## config.mk

```make
export PLATFORM = sky130hd
export DESIGN_NAME = acs_device_flat
export DESIGN_NICKNAME = d
export VERILOG_FILES = /design/src/acs_pkg.sv /design/src/acs_link_if.sv /design/src/acs_device.sv /design/src/flat_wrapper.sv
export VERILOG_INCLUDE_DIRS = /design/src
export SDC_FILE = /design/constraint.sdc
export NUM_CORES = 2
export LEC_CHECK = 0
export ABC_AREA = 1
export BUFFER_PORTS_ARGS = -buffer_cell sky130_fd_sc_hd__buf_2
export CORE_MARGIN = 4
export CORE_UTILIZATION = 45
export DETAILED_ROUTE_END_ITERATION = 7
export PLACE_DENSITY = 0.64
export SYNTH_ARGS = -nofsm -noshare
export SYNTH_HDL_FRONTEND = slang
export SYNTH_SLANG_ARGS = --single-unit
```

## constraint.sdc

```tcl
create_clock -name CLK_SYS -period 13.2 [get_ports CLK_SYS]
set_input_delay 1.32 -clock CLK_SYS [delete_from_list [all_inputs] [get_ports CLK_SYS]]
set_output_delay 1.32 -clock CLK_SYS [all_outputs]
set_load 0.05 [all_outputs]
```

## src/acs_defines.svh

```systemverilog
// Timing counts, mode codes and coefficient defaults of the calibration block
`ifndef ACS_DEFINES_SVH
`define ACS_DEFINES_SVH
`define ACS_CLK_HZ 100000000
`define ACS_MOD_DIV 256
`define ACS_RATE_DIV_DEFAULT 64
`define ACS_MODE_NORMAL 3'h0
`define ACS_MODE_SELF 3'h1
`define ACS_MODE_SYS_ZERO 3'h2
`define ACS_MODE_SYS_FULL 3'h3
`define ACS_MODE_SYS_OFFS 3'h4
`define ACS_MODE_BACKGND 3'h5
`define ACS_DUR_ONE_STEP 9
`define ACS_DUR_TWO_STEP 4
`define ACS_BG_FACTOR 6
`define ACS_OFFS_RESET 33'h000000000
`define ACS_GAIN_RESET 33'h080000000
`define ACS_GAIN_FRAC 31
`define ACS_REG_CMD 8'h00
`define ACS_REG_OFFS 8'h04
`define ACS_REG_GAIN 8'h08
`define ACS_REG_STAT 8'h0c
`define ACS_REG_RESULT 8'h10
`define ACS_REG_SYNC 8'h14
`endif

```

## src/acs_pkg.sv

```systemverilog
// Types shared by the converter end and the host end
package acs_pkg;
    typedef enum logic [2:0] {
        ACS_ST_RUN = 3'b000,
        ACS_ST_ZERO = 3'b001,
        ACS_ST_FULL = 3'b010,
        ACS_ST_SETTLE = 3'b011,
        ACS_ST_BG = 3'b100
    } acs_state_t;
    typedef enum logic [1:0] {
        ACS_H_IDLE = 2'b00,
        ACS_H_SEND = 2'b01,
        ACS_H_WAIT = 2'b10
    } acs_hstate_t;
endpackage

```

## src/acs_link_if.sv

```systemverilog
// Link between host controller and converter control logic
`timescale 1ns/1ps
interface acs_link_if;
    logic [2:0] cal_mode;
    logic cmd_strobe;
    logic coef_wr_offs;
    logic coef_wr_gain;
    logic [32:0] coef_wdata;
    logic sync_n;
    logic result_ready_n;
    logic [23:0] result;
    logic [32:0] offs_coef;
    logic [32:0] gain_coef;
    modport device (input cal_mode, cmd_strobe, coef_wr_offs, coef_wr_gain,
        coef_wdata, sync_n, output result_ready_n, result, offs_coef,
        gain_coef);
    modport host (output cal_mode, cmd_strobe, coef_wr_offs, coef_wr_gain,
        coef_wdata, sync_n, input result_ready_n, result, offs_coef,
        gain_coef);
endinterface

```

## src/acs_device.sv

```systemverilog
// Local design decisions: the APB register port and the register addresses.
`timescale 1ns/1ps
`include "acs_defines.svh"
module acs_device
    import acs_pkg::*;
#(
    parameter int RATE_DIV = `ACS_RATE_DIV_DEFAULT,
    parameter int RES_BITS = 24
) (
    input wire logic CLK_SYS,
    input wire logic RSTN,
    acs_link_if.device LINK,
    input wire logic [23:0] RAW_SAMPLE,
    input wire logic [23:0] SHORT_SAMPLE,
    input wire logic [23:0] REF_SAMPLE,
    input wire logic BIPOLAR,
    input wire logic [2:0] GAIN_SEL,
    output logic [1:0] INPUT_SEL
);
    initial begin
        if (RES_BITS != 16 && RES_BITS != 24)
            $error("RES_BITS must be 16 or 24");
        if (RATE_DIV < 1 || RATE_DIV > 65535)
            $error("RATE_DIV out of range");
    end
    typedef struct packed {
        logic [7:0] mod_cnt;
        logic [15:0] rate_cnt;
        logic [3:0] step_cnt;
        logic [2:0] bg_cnt;
        acs_state_t st;
        logic [2:0] mode;
        logic sync_d;
        logic [32:0] offs;
        logic [32:0] gain;
        logic [32:0] zero_raw;
        logic [23:0] result;
        logic rdy_n;
        logic [1:0] in_sel;
    } acs_dev_t;
    acs_dev_t s_reg, s_next;
    logic mod_tick, out_tick, sync_fall;
    logic [32:0] diff, span;
    logic [65:0] prod;
    logic [23:0] res_cut;
    logic [32:0] full_val, zero_val;
    always_comb begin
        // Tick selection; every rate scales with CLK_SYS
        mod_tick = s_reg.mod_cnt == 8'(`ACS_MOD_DIV - 1);
        out_tick = mod_tick && s_reg.rate_cnt == 16'(RATE_DIV - 1);
        sync_fall = s_reg.sync_d && !LINK.sync_n;
        diff = {9'h000, RAW_SAMPLE} - s_reg.offs;
        prod = $signed(diff) * $signed({1'b0, s_reg.gain[31:0]});
        // Bipolar full span is midscale to full: double the half span
        span = BIPOLAR ? {s_reg.zero_raw[31:0], 1'b0} : s_reg.zero_raw;
        res_cut = prod[`ACS_GAIN_FRAC +: 24];
        if (RES_BITS == 16)
            res_cut = {res_cut[23:8], 8'h00};
        zero_val = (s_reg.st == ACS_ST_ZERO && s_reg.mode != `ACS_MODE_SYS_ZERO
            && s_reg.mode != `ACS_MODE_SYS_OFFS) ? {9'h000, SHORT_SAMPLE}
            : {9'h000, RAW_SAMPLE};
        // Reference conversion seen through the selected gain; raw input in system full mode
        full_val = (s_reg.mode == `ACS_MODE_SYS_FULL ? {9'h000, RAW_SAMPLE}
            : {9'h000, REF_SAMPLE} << GAIN_SEL) - s_reg.offs;
        s_next = s_reg;
        s_next.sync_d = LINK.sync_n;
        s_next.mod_cnt = mod_tick ? 8'h00 : s_reg.mod_cnt + 8'h01;
        if (mod_tick)
            s_next.rate_cnt = (s_reg.rate_cnt == 16'(RATE_DIV - 1)) ? 16'h0000
                : s_reg.rate_cnt + 16'h0001;
        if (LINK.coef_wr_offs)
            s_next.offs = LINK.coef_wdata;
        if (LINK.coef_wr_gain)
            s_next.gain = LINK.coef_wdata;
        if (out_tick) begin
            case (s_reg.st)
                ACS_ST_RUN: begin
                    s_next.result = res_cut;
                    s_next.rdy_n = 1'b0;
                end
                ACS_ST_ZERO: begin
                    if (s_reg.step_cnt != 4'h0)
                        s_next.step_cnt = s_reg.step_cnt - 4'h1;
                    else if (s_reg.mode == `ACS_MODE_SYS_ZERO) begin
                        s_next.offs = zero_val; // slope kept
                        s_next.st = ACS_ST_RUN;
                        s_next.rdy_n = 1'b0;
                    end else begin
                        s_next.offs = zero_val;
                        s_next.st = ACS_ST_FULL;
                        s_next.in_sel = 2'h2;
                        s_next.step_cnt = 4'h2;
                    end
                end
                ACS_ST_FULL: begin
                    if (s_reg.step_cnt != 4'h0)
                        s_next.step_cnt = s_reg.step_cnt - 4'h1;
                    else if (s_reg.mode == `ACS_MODE_SYS_FULL) begin
                        // Second system step ends the sequence at once
                        s_next.zero_raw = full_val;
                        s_next.gain = `ACS_GAIN_RESET;
                        s_next.st = ACS_ST_RUN;
                        s_next.rdy_n = 1'b0;
                    end else begin
                        s_next.zero_raw = full_val;
                        s_next.st = ACS_ST_SETTLE;
                        s_next.in_sel = 2'h0;
                        s_next.step_cnt = 4'h2;
                    end
                end
                ACS_ST_SETTLE: begin
                    // Gain reloaded with unity ACS_GAIN_RESET when span is nonzero; no division by span
                    if (s_reg.step_cnt == 4'h2 && span != 33'h0)
                        s_next.gain = `ACS_GAIN_RESET;
                    if (s_reg.step_cnt != 4'h0)
                        s_next.step_cnt = s_reg.step_cnt - 4'h1;
                    else begin
                        s_next.st = (s_reg.mode == `ACS_MODE_BACKGND)
                            ? ACS_ST_BG : ACS_ST_RUN;
                        // Background keeps ready high until its first result
                        s_next.rdy_n = s_reg.mode == `ACS_MODE_BACKGND;
                    end
                end
                ACS_ST_BG: begin
                    // One result per six output periods
                    s_next.bg_cnt = (s_reg.bg_cnt == 3'(`ACS_BG_FACTOR - 1))
                        ? 3'h0 : s_reg.bg_cnt + 3'h1;
                    if (s_reg.bg_cnt == 3'h0) begin
                        s_next.result = res_cut;
                        s_next.rdy_n = 1'b0;
                    end else if (s_reg.bg_cnt == 3'h2)
                        s_next.offs = {9'h000, SHORT_SAMPLE};
                end
                default: s_next.st = ACS_ST_RUN;
            endcase
        end
        // Filter restart on sync edge
        if (sync_fall) begin
            s_next.mod_cnt = 8'h00;
            s_next.rate_cnt = 16'h0000;
            s_next.bg_cnt = 3'h0;
        end
        if (LINK.cmd_strobe) begin
            s_next.mode = LINK.cal_mode;
            s_next.mod_cnt = 8'h00;
            s_next.rate_cnt = 16'h0000;
            s_next.bg_cnt = 3'h0;
            s_next.rdy_n = (LINK.cal_mode == `ACS_MODE_NORMAL)
                ? s_reg.rdy_n : 1'b1;
            s_next.in_sel = (LINK.cal_mode == `ACS_MODE_SELF ||
                LINK.cal_mode == `ACS_MODE_BACKGND) ? 2'h1 : 2'h0;
            case (LINK.cal_mode)
                `ACS_MODE_SELF, `ACS_MODE_SYS_OFFS: begin
                    s_next.st = ACS_ST_ZERO;
                    s_next.step_cnt = 4'h2;
                end
                `ACS_MODE_SYS_ZERO: begin
                    s_next.st = ACS_ST_ZERO;
                    s_next.step_cnt = 4'(`ACS_DUR_TWO_STEP - 1);
                end
                `ACS_MODE_SYS_FULL: begin
                    s_next.st = ACS_ST_FULL;
                    s_next.step_cnt = 4'(`ACS_DUR_TWO_STEP - 1);
                end
                `ACS_MODE_BACKGND: begin
                    s_next.st = ACS_ST_ZERO;
                    s_next.step_cnt = 4'h0;
                end
                default: s_next.st = ACS_ST_RUN;
            endcase
        end
        if (s_next.st != ACS_ST_RUN && s_next.st != ACS_ST_BG)
            s_next.rdy_n = 1'b1;
    end
    always_ff @(posedge CLK_SYS or negedge RSTN) begin
        if (!RSTN) begin
            s_reg <= '0;
            s_reg.sync_d <= 1'b1;
            s_reg.rdy_n <= 1'b1;
            s_reg.gain <= `ACS_GAIN_RESET;
        end else begin
            s_reg <= s_next;
        end
    end
    assign LINK.result_ready_n = s_reg.rdy_n;
    assign LINK.result = s_reg.result;
    assign LINK.offs_coef = s_reg.offs;
    assign LINK.gain_coef = s_reg.gain;
    assign INPUT_SEL = s_reg.in_sel;
    logic unused_ok;
    assign unused_ok = ^{prod[65:55], prod[30:0]};
endmodule // acs_device

```

## src/flat_wrapper.sv

```systemverilog
// flat-port wrapper written by rule: the top's interface ports become plain ports
module acs_device_flat import acs_pkg::*;
#(
    parameter int RATE_DIV = `ACS_RATE_DIV_DEFAULT,
    parameter int RES_BITS = 24
)
  (CLK_SYS, RSTN, RAW_SAMPLE, SHORT_SAMPLE, REF_SAMPLE, BIPOLAR, GAIN_SEL, INPUT_SEL, LINK_cal_mode, LINK_cmd_strobe, LINK_coef_wr_offs, LINK_coef_wr_gain, LINK_coef_wdata, LINK_sync_n, LINK_result_ready_n, LINK_result, LINK_offs_coef, LINK_gain_coef);
  acs_link_if LINK_i ();
  input wire logic CLK_SYS;
  input wire logic RSTN;
  input wire logic [23:0] RAW_SAMPLE;
  input wire logic [23:0] SHORT_SAMPLE;
  input wire logic [23:0] REF_SAMPLE;
  input wire logic BIPOLAR;
  input wire logic [2:0] GAIN_SEL;
  output logic [1:0] INPUT_SEL;
  input wire logic [$bits(LINK_i.cal_mode)-1:0] LINK_cal_mode;
  input wire logic [$bits(LINK_i.cmd_strobe)-1:0] LINK_cmd_strobe;
  input wire logic [$bits(LINK_i.coef_wr_offs)-1:0] LINK_coef_wr_offs;
  input wire logic [$bits(LINK_i.coef_wr_gain)-1:0] LINK_coef_wr_gain;
  input wire logic [$bits(LINK_i.coef_wdata)-1:0] LINK_coef_wdata;
  input wire logic [$bits(LINK_i.sync_n)-1:0] LINK_sync_n;
  output wire logic [$bits(LINK_i.result_ready_n)-1:0] LINK_result_ready_n;
  output wire logic [$bits(LINK_i.result)-1:0] LINK_result;
  output wire logic [$bits(LINK_i.offs_coef)-1:0] LINK_offs_coef;
  output wire logic [$bits(LINK_i.gain_coef)-1:0] LINK_gain_coef;
  assign LINK_i.cal_mode = LINK_cal_mode;
  assign LINK_i.cmd_strobe = LINK_cmd_strobe;
  assign LINK_i.coef_wr_offs = LINK_coef_wr_offs;
  assign LINK_i.coef_wr_gain = LINK_coef_wr_gain;
  assign LINK_i.coef_wdata = LINK_coef_wdata;
  assign LINK_i.sync_n = LINK_sync_n;
  assign LINK_result_ready_n = LINK_i.result_ready_n;
  assign LINK_result = LINK_i.result;
  assign LINK_offs_coef = LINK_i.offs_coef;
  assign LINK_gain_coef = LINK_i.gain_coef;
  acs_device #(.RATE_DIV(RATE_DIV), .RES_BITS(RES_BITS)) u_core (.CLK_SYS(CLK_SYS), .RSTN(RSTN), .LINK(LINK_i), .RAW_SAMPLE(RAW_SAMPLE), .SHORT_SAMPLE(SHORT_SAMPLE), .REF_SAMPLE(REF_SAMPLE), .BIPOLAR(BIPOLAR), .GAIN_SEL(GAIN_SEL), .INPUT_SEL(INPUT_SEL));
endmodule
```

==> impl.org <==
** Outcome
- The run finished with clean final reports.

** Route
- Number of vias per cell :: 5.36
- After detailed routing, the average wire length per cell comes to 21.3 um.
- Number of design rule violations left after detail routing :: 0
- For this block, the routed nets add up to 153000 um of wire.
- Final ANT Viol Nets :: 0
- Vias after detailed routing :: 38.5k
- Count of routing violations after the opening detailed-route iteration :: 3230
- The first detailed-routing pass ran for 6 iterations.

** Finish
- Fraction of final layout cells with drive strength greater than 1 :: 7.54%
- At the end of the flow, the number of nets in the layout was 7128.
- Fill cell instance count of the final layout :: 10.1k
- The repair_antennas step left the layout with diodes totalling 0.
- End-of-flow core utilization :: 47.8%
- Excluding fillers, the count of instances in the completed layout stands at 7181.
- The register with the most flip-flops in the layout has 71 of them.
- Relative to the synthesized area, the layout overhead comes to 5.15%.

** Setup path
- Data arrival, critical path :: 11400 ps
- Crit-path max cell delay :: 810 ps
- Cell with the largest stage delay on the worst path :: fa_1
- Along the worst path, the maximum fanout reaches 13.
- Cell occurring most often along the worst timing path :: nand2_1
- Crit Path Class :: primary input to flop
- STA classifies the critical path startpoint as a primary input.
- Kind of end point of the critical path :: flop
- For the worst setup path, the data required time is 13600 ps.

** Job
- The tool flagged a number of max-cap violations equal to 0.

** Global routing
- First-pass GRT wire length :: 238000 um
- Pin count of the biggest net entering global routing :: 99
- The number of global-route vias before repair is 40.6k.
- For this run the aggregate overflow at the end of global routing stands at 0.
- Antenna violations before repair :: 0
- Global routing used 29.5% of the available tracks.

** STA
- At the pin with the least slew margin, the transition time is 1280 ps.
- Final hold analysis gives a worst-case slack of 472 ps.
- RSZ-0062 raised after global routing :: no
- The worst pin sits at a relative slew slack of 14.4%.
- The final count of pins violating max slew came to 0.
- Final setup fails :: 0
- Final sum of negative setup slack :: 0 ps
- After layout, the worst path uses 83.4% of the clock period.
- The final-report hold violation count was 0.
- Counting I/O delays and the setup requirement, the final critical path takes 11000 ps.
- Between clock sinks in the finished design, the worst skew comes to 19.2 ps.
- Max frequency :: 90.9 MHz

** Die
- Die Footprint :: 107000 um2
- In this run the count of I/O pins placed on the die edge is 211.
- In this run the horizontal extent of the chip is 327 um.
- Row generation in the floorplan step produced 116 rows.
- Die Y :: 327 um
- Effective utilization at floorplan :: 45.5%
- The core region is 100000 um2.

** Clock tree
- Clock sink count :: 164
- The clock reaches the later pin of the worst-skew pair after 510 ps.
- Count of cells resized by post-cts repair :: 0
- The longest clock path from root to sink contains 2 buffers.
- Register clock-pin slew on the reported worst setup and hold paths :: 80 ps
- TritonCTS clock tree :: done
- CTS built an H-tree with a depth of 4.
- Clock buffers created by TritonCTS :: 17
- The number of hold buffers added after CTS was 0.
- Post-CTS setup-driven buffer insertion count :: 0
- In this run the clock root is driven by a clkbuf_16.

** Logic synthesis
- Mapped Area :: 45700 um2
- Async set or reset register ratio after synthesis :: 100%
- The synthesized design contains 164 register bits.
- Proportion of synthesized chip area in sequential cells :: 8.99%
- Cell taking the most area after synthesis :: fa_1
- For this run, the leading register cell type out of synthesis is dfrtp_1.
- The synthesized design contains 0 enable-type register cells.
- Syn Area/Cell :: 7.84 um2
- Most area-consuming cells after synthesis :: fa_1 (43%), inv_1 (11%), nand2_1 (9.0%), dfrtp_1 (8.8%), nor2_1 (6.2%)
- Synthesis handed over a netlist of 5823 instances.
- In this run, distinct cell masters in the synthesized netlist total 69.
- The Yosys step of the flow raised 0 warnings.
- Area share of the largest cell type after synthesis :: 42.8%
- Net count after synthesis :: 7140

** Placed design
- Buffers placed on the I/O ports in this run total 210.
- Cell Count Post-Placement :: 7149
- At the end of routability-driven placement, the weighted congestion stood at 0.971.
- Detailed placement ended at an HPWL of 125000 um.

** Worst hold path
- The worst hold path belongs to the class flop to flop.
## metrics by stage
step	setup slack [ps]	area, um2
after CTS	2280	48000
after detailed placement	1760	47400
after floorplan	3760	45700
after global routing	1340	48000
after global placement	1910	47400
final	2200	48000
## placed cells by master (no fill, tap or decap), drive strengths merged, types with 24 or more instances in the layout
| master | n |
|---|---|
| a211oi | 41 |
| a21oi | 147 |
| buf | 285 |
| dfrtp | 161 |
| fa | 976 |
| ha | 223 |
| inv | 1397 |
| nand2 | 1130 |
| nand3 | 121 |
| nand4 | 24 |
| nor2 | 773 |
| nor3 | 46 |
| o21ai | 211 |
| or2 | 37 |
| xnor2 | 27 |
## worst paths after layout
| check | start | end | slack (ps) | cells after the start |
|---|---|---|---|---|
| worst max-delay path | RAW_SAMPLE[0] | u_core.LINK.result[23] | 2200 | 40 |
| worst min-delay path | u_core.s_reg[156] | u_core.s_reg[156] | 470 | 1 |
| worst max register to register | u_core.LINK.offs_coef[0] | u_core.LINK.result[23] | 2660 | 38 |
| worst min register to register | u_core.s_reg[156] | u_core.s_reg[156] | 470 | 1 |
| max in group asynchronous | RSTN | u_core.LINK.result[20] | 10740 | 2 |
| min in group asynchronous | RSTN | u_core.LINK.offs_coef[23] | 930 | 1 |
## critical path: cells and delay by family
family	cells	cell delay (ps)
AND/OR/NAND/NOR	16	1990
adder cells (fa/ha/maj)	11	5660
AO/OA/AOI/OAI	4	1020
buffers and inverters	9	1390
## final cells by class
type                    count  area, um2  share of cell area, %
multi-input cells        3939      34700                   72.3
inverters                1404       5270                   11.0
flip-flops and latches    164       4110                   8.55
well taps                1357       1700                   3.54
repair buffers            285       1620                   3.37
clock buffers              18        439                  0.914
clock inverters            14        156                  0.326
## cell usage after synthesis, types with 9 or more instances
cell type / count
a211oi_1: 40
a21oi_1: 144
a31oi_1: 21
buf_2: 16
buf_4: 95
clkbuf_1: 196
clkinv_1: 14
dfrtp_1: 161
fa_1: 976
ha_1: 223
inv_1: 1376
inv_2: 13
nand2_1: 1098
nand2_2: 28
nand3_1: 118
nand4_1: 24
nor2_1: 757
nor2_2: 13
nor3_1: 41
nor4_1: 16
o21a_1: 12
o21ai_0: 182
o21ai_1: 27
o221ai_1: 21
o22ai_1: 17
o31ai_1: 9
or2_2: 34
xnor2_1: 27
xor2_1: 20
## routing by layer
metal  share of wire [%]  vias to the layer above  routed length, um  GRT usage, %
met3                 8.7                      433              13400          5.85
met5                   0                        -                  0             0
met2                  46                     1773              70700          48.1
li1                    -                    17011                  -             -
met1                  38                    19253              57500          36.4
met4                 7.3                        0              11200          17.5
## cells by family after synthesis
group,share of synthesized area (%)
AND/OR/NAND/NOR,19.5
buffers and inverters,15.0
adder cells (fa/ha/maj),48.9
AO/OA/AOI/OAI,6.69
flip-flops,8.99
XOR/XNOR,0.901
multiplexers,0.0657
Power is left out: the tool's default activity adds up to more than one toggle a clock period on the data nets, which glitch-free logic cannot reach.
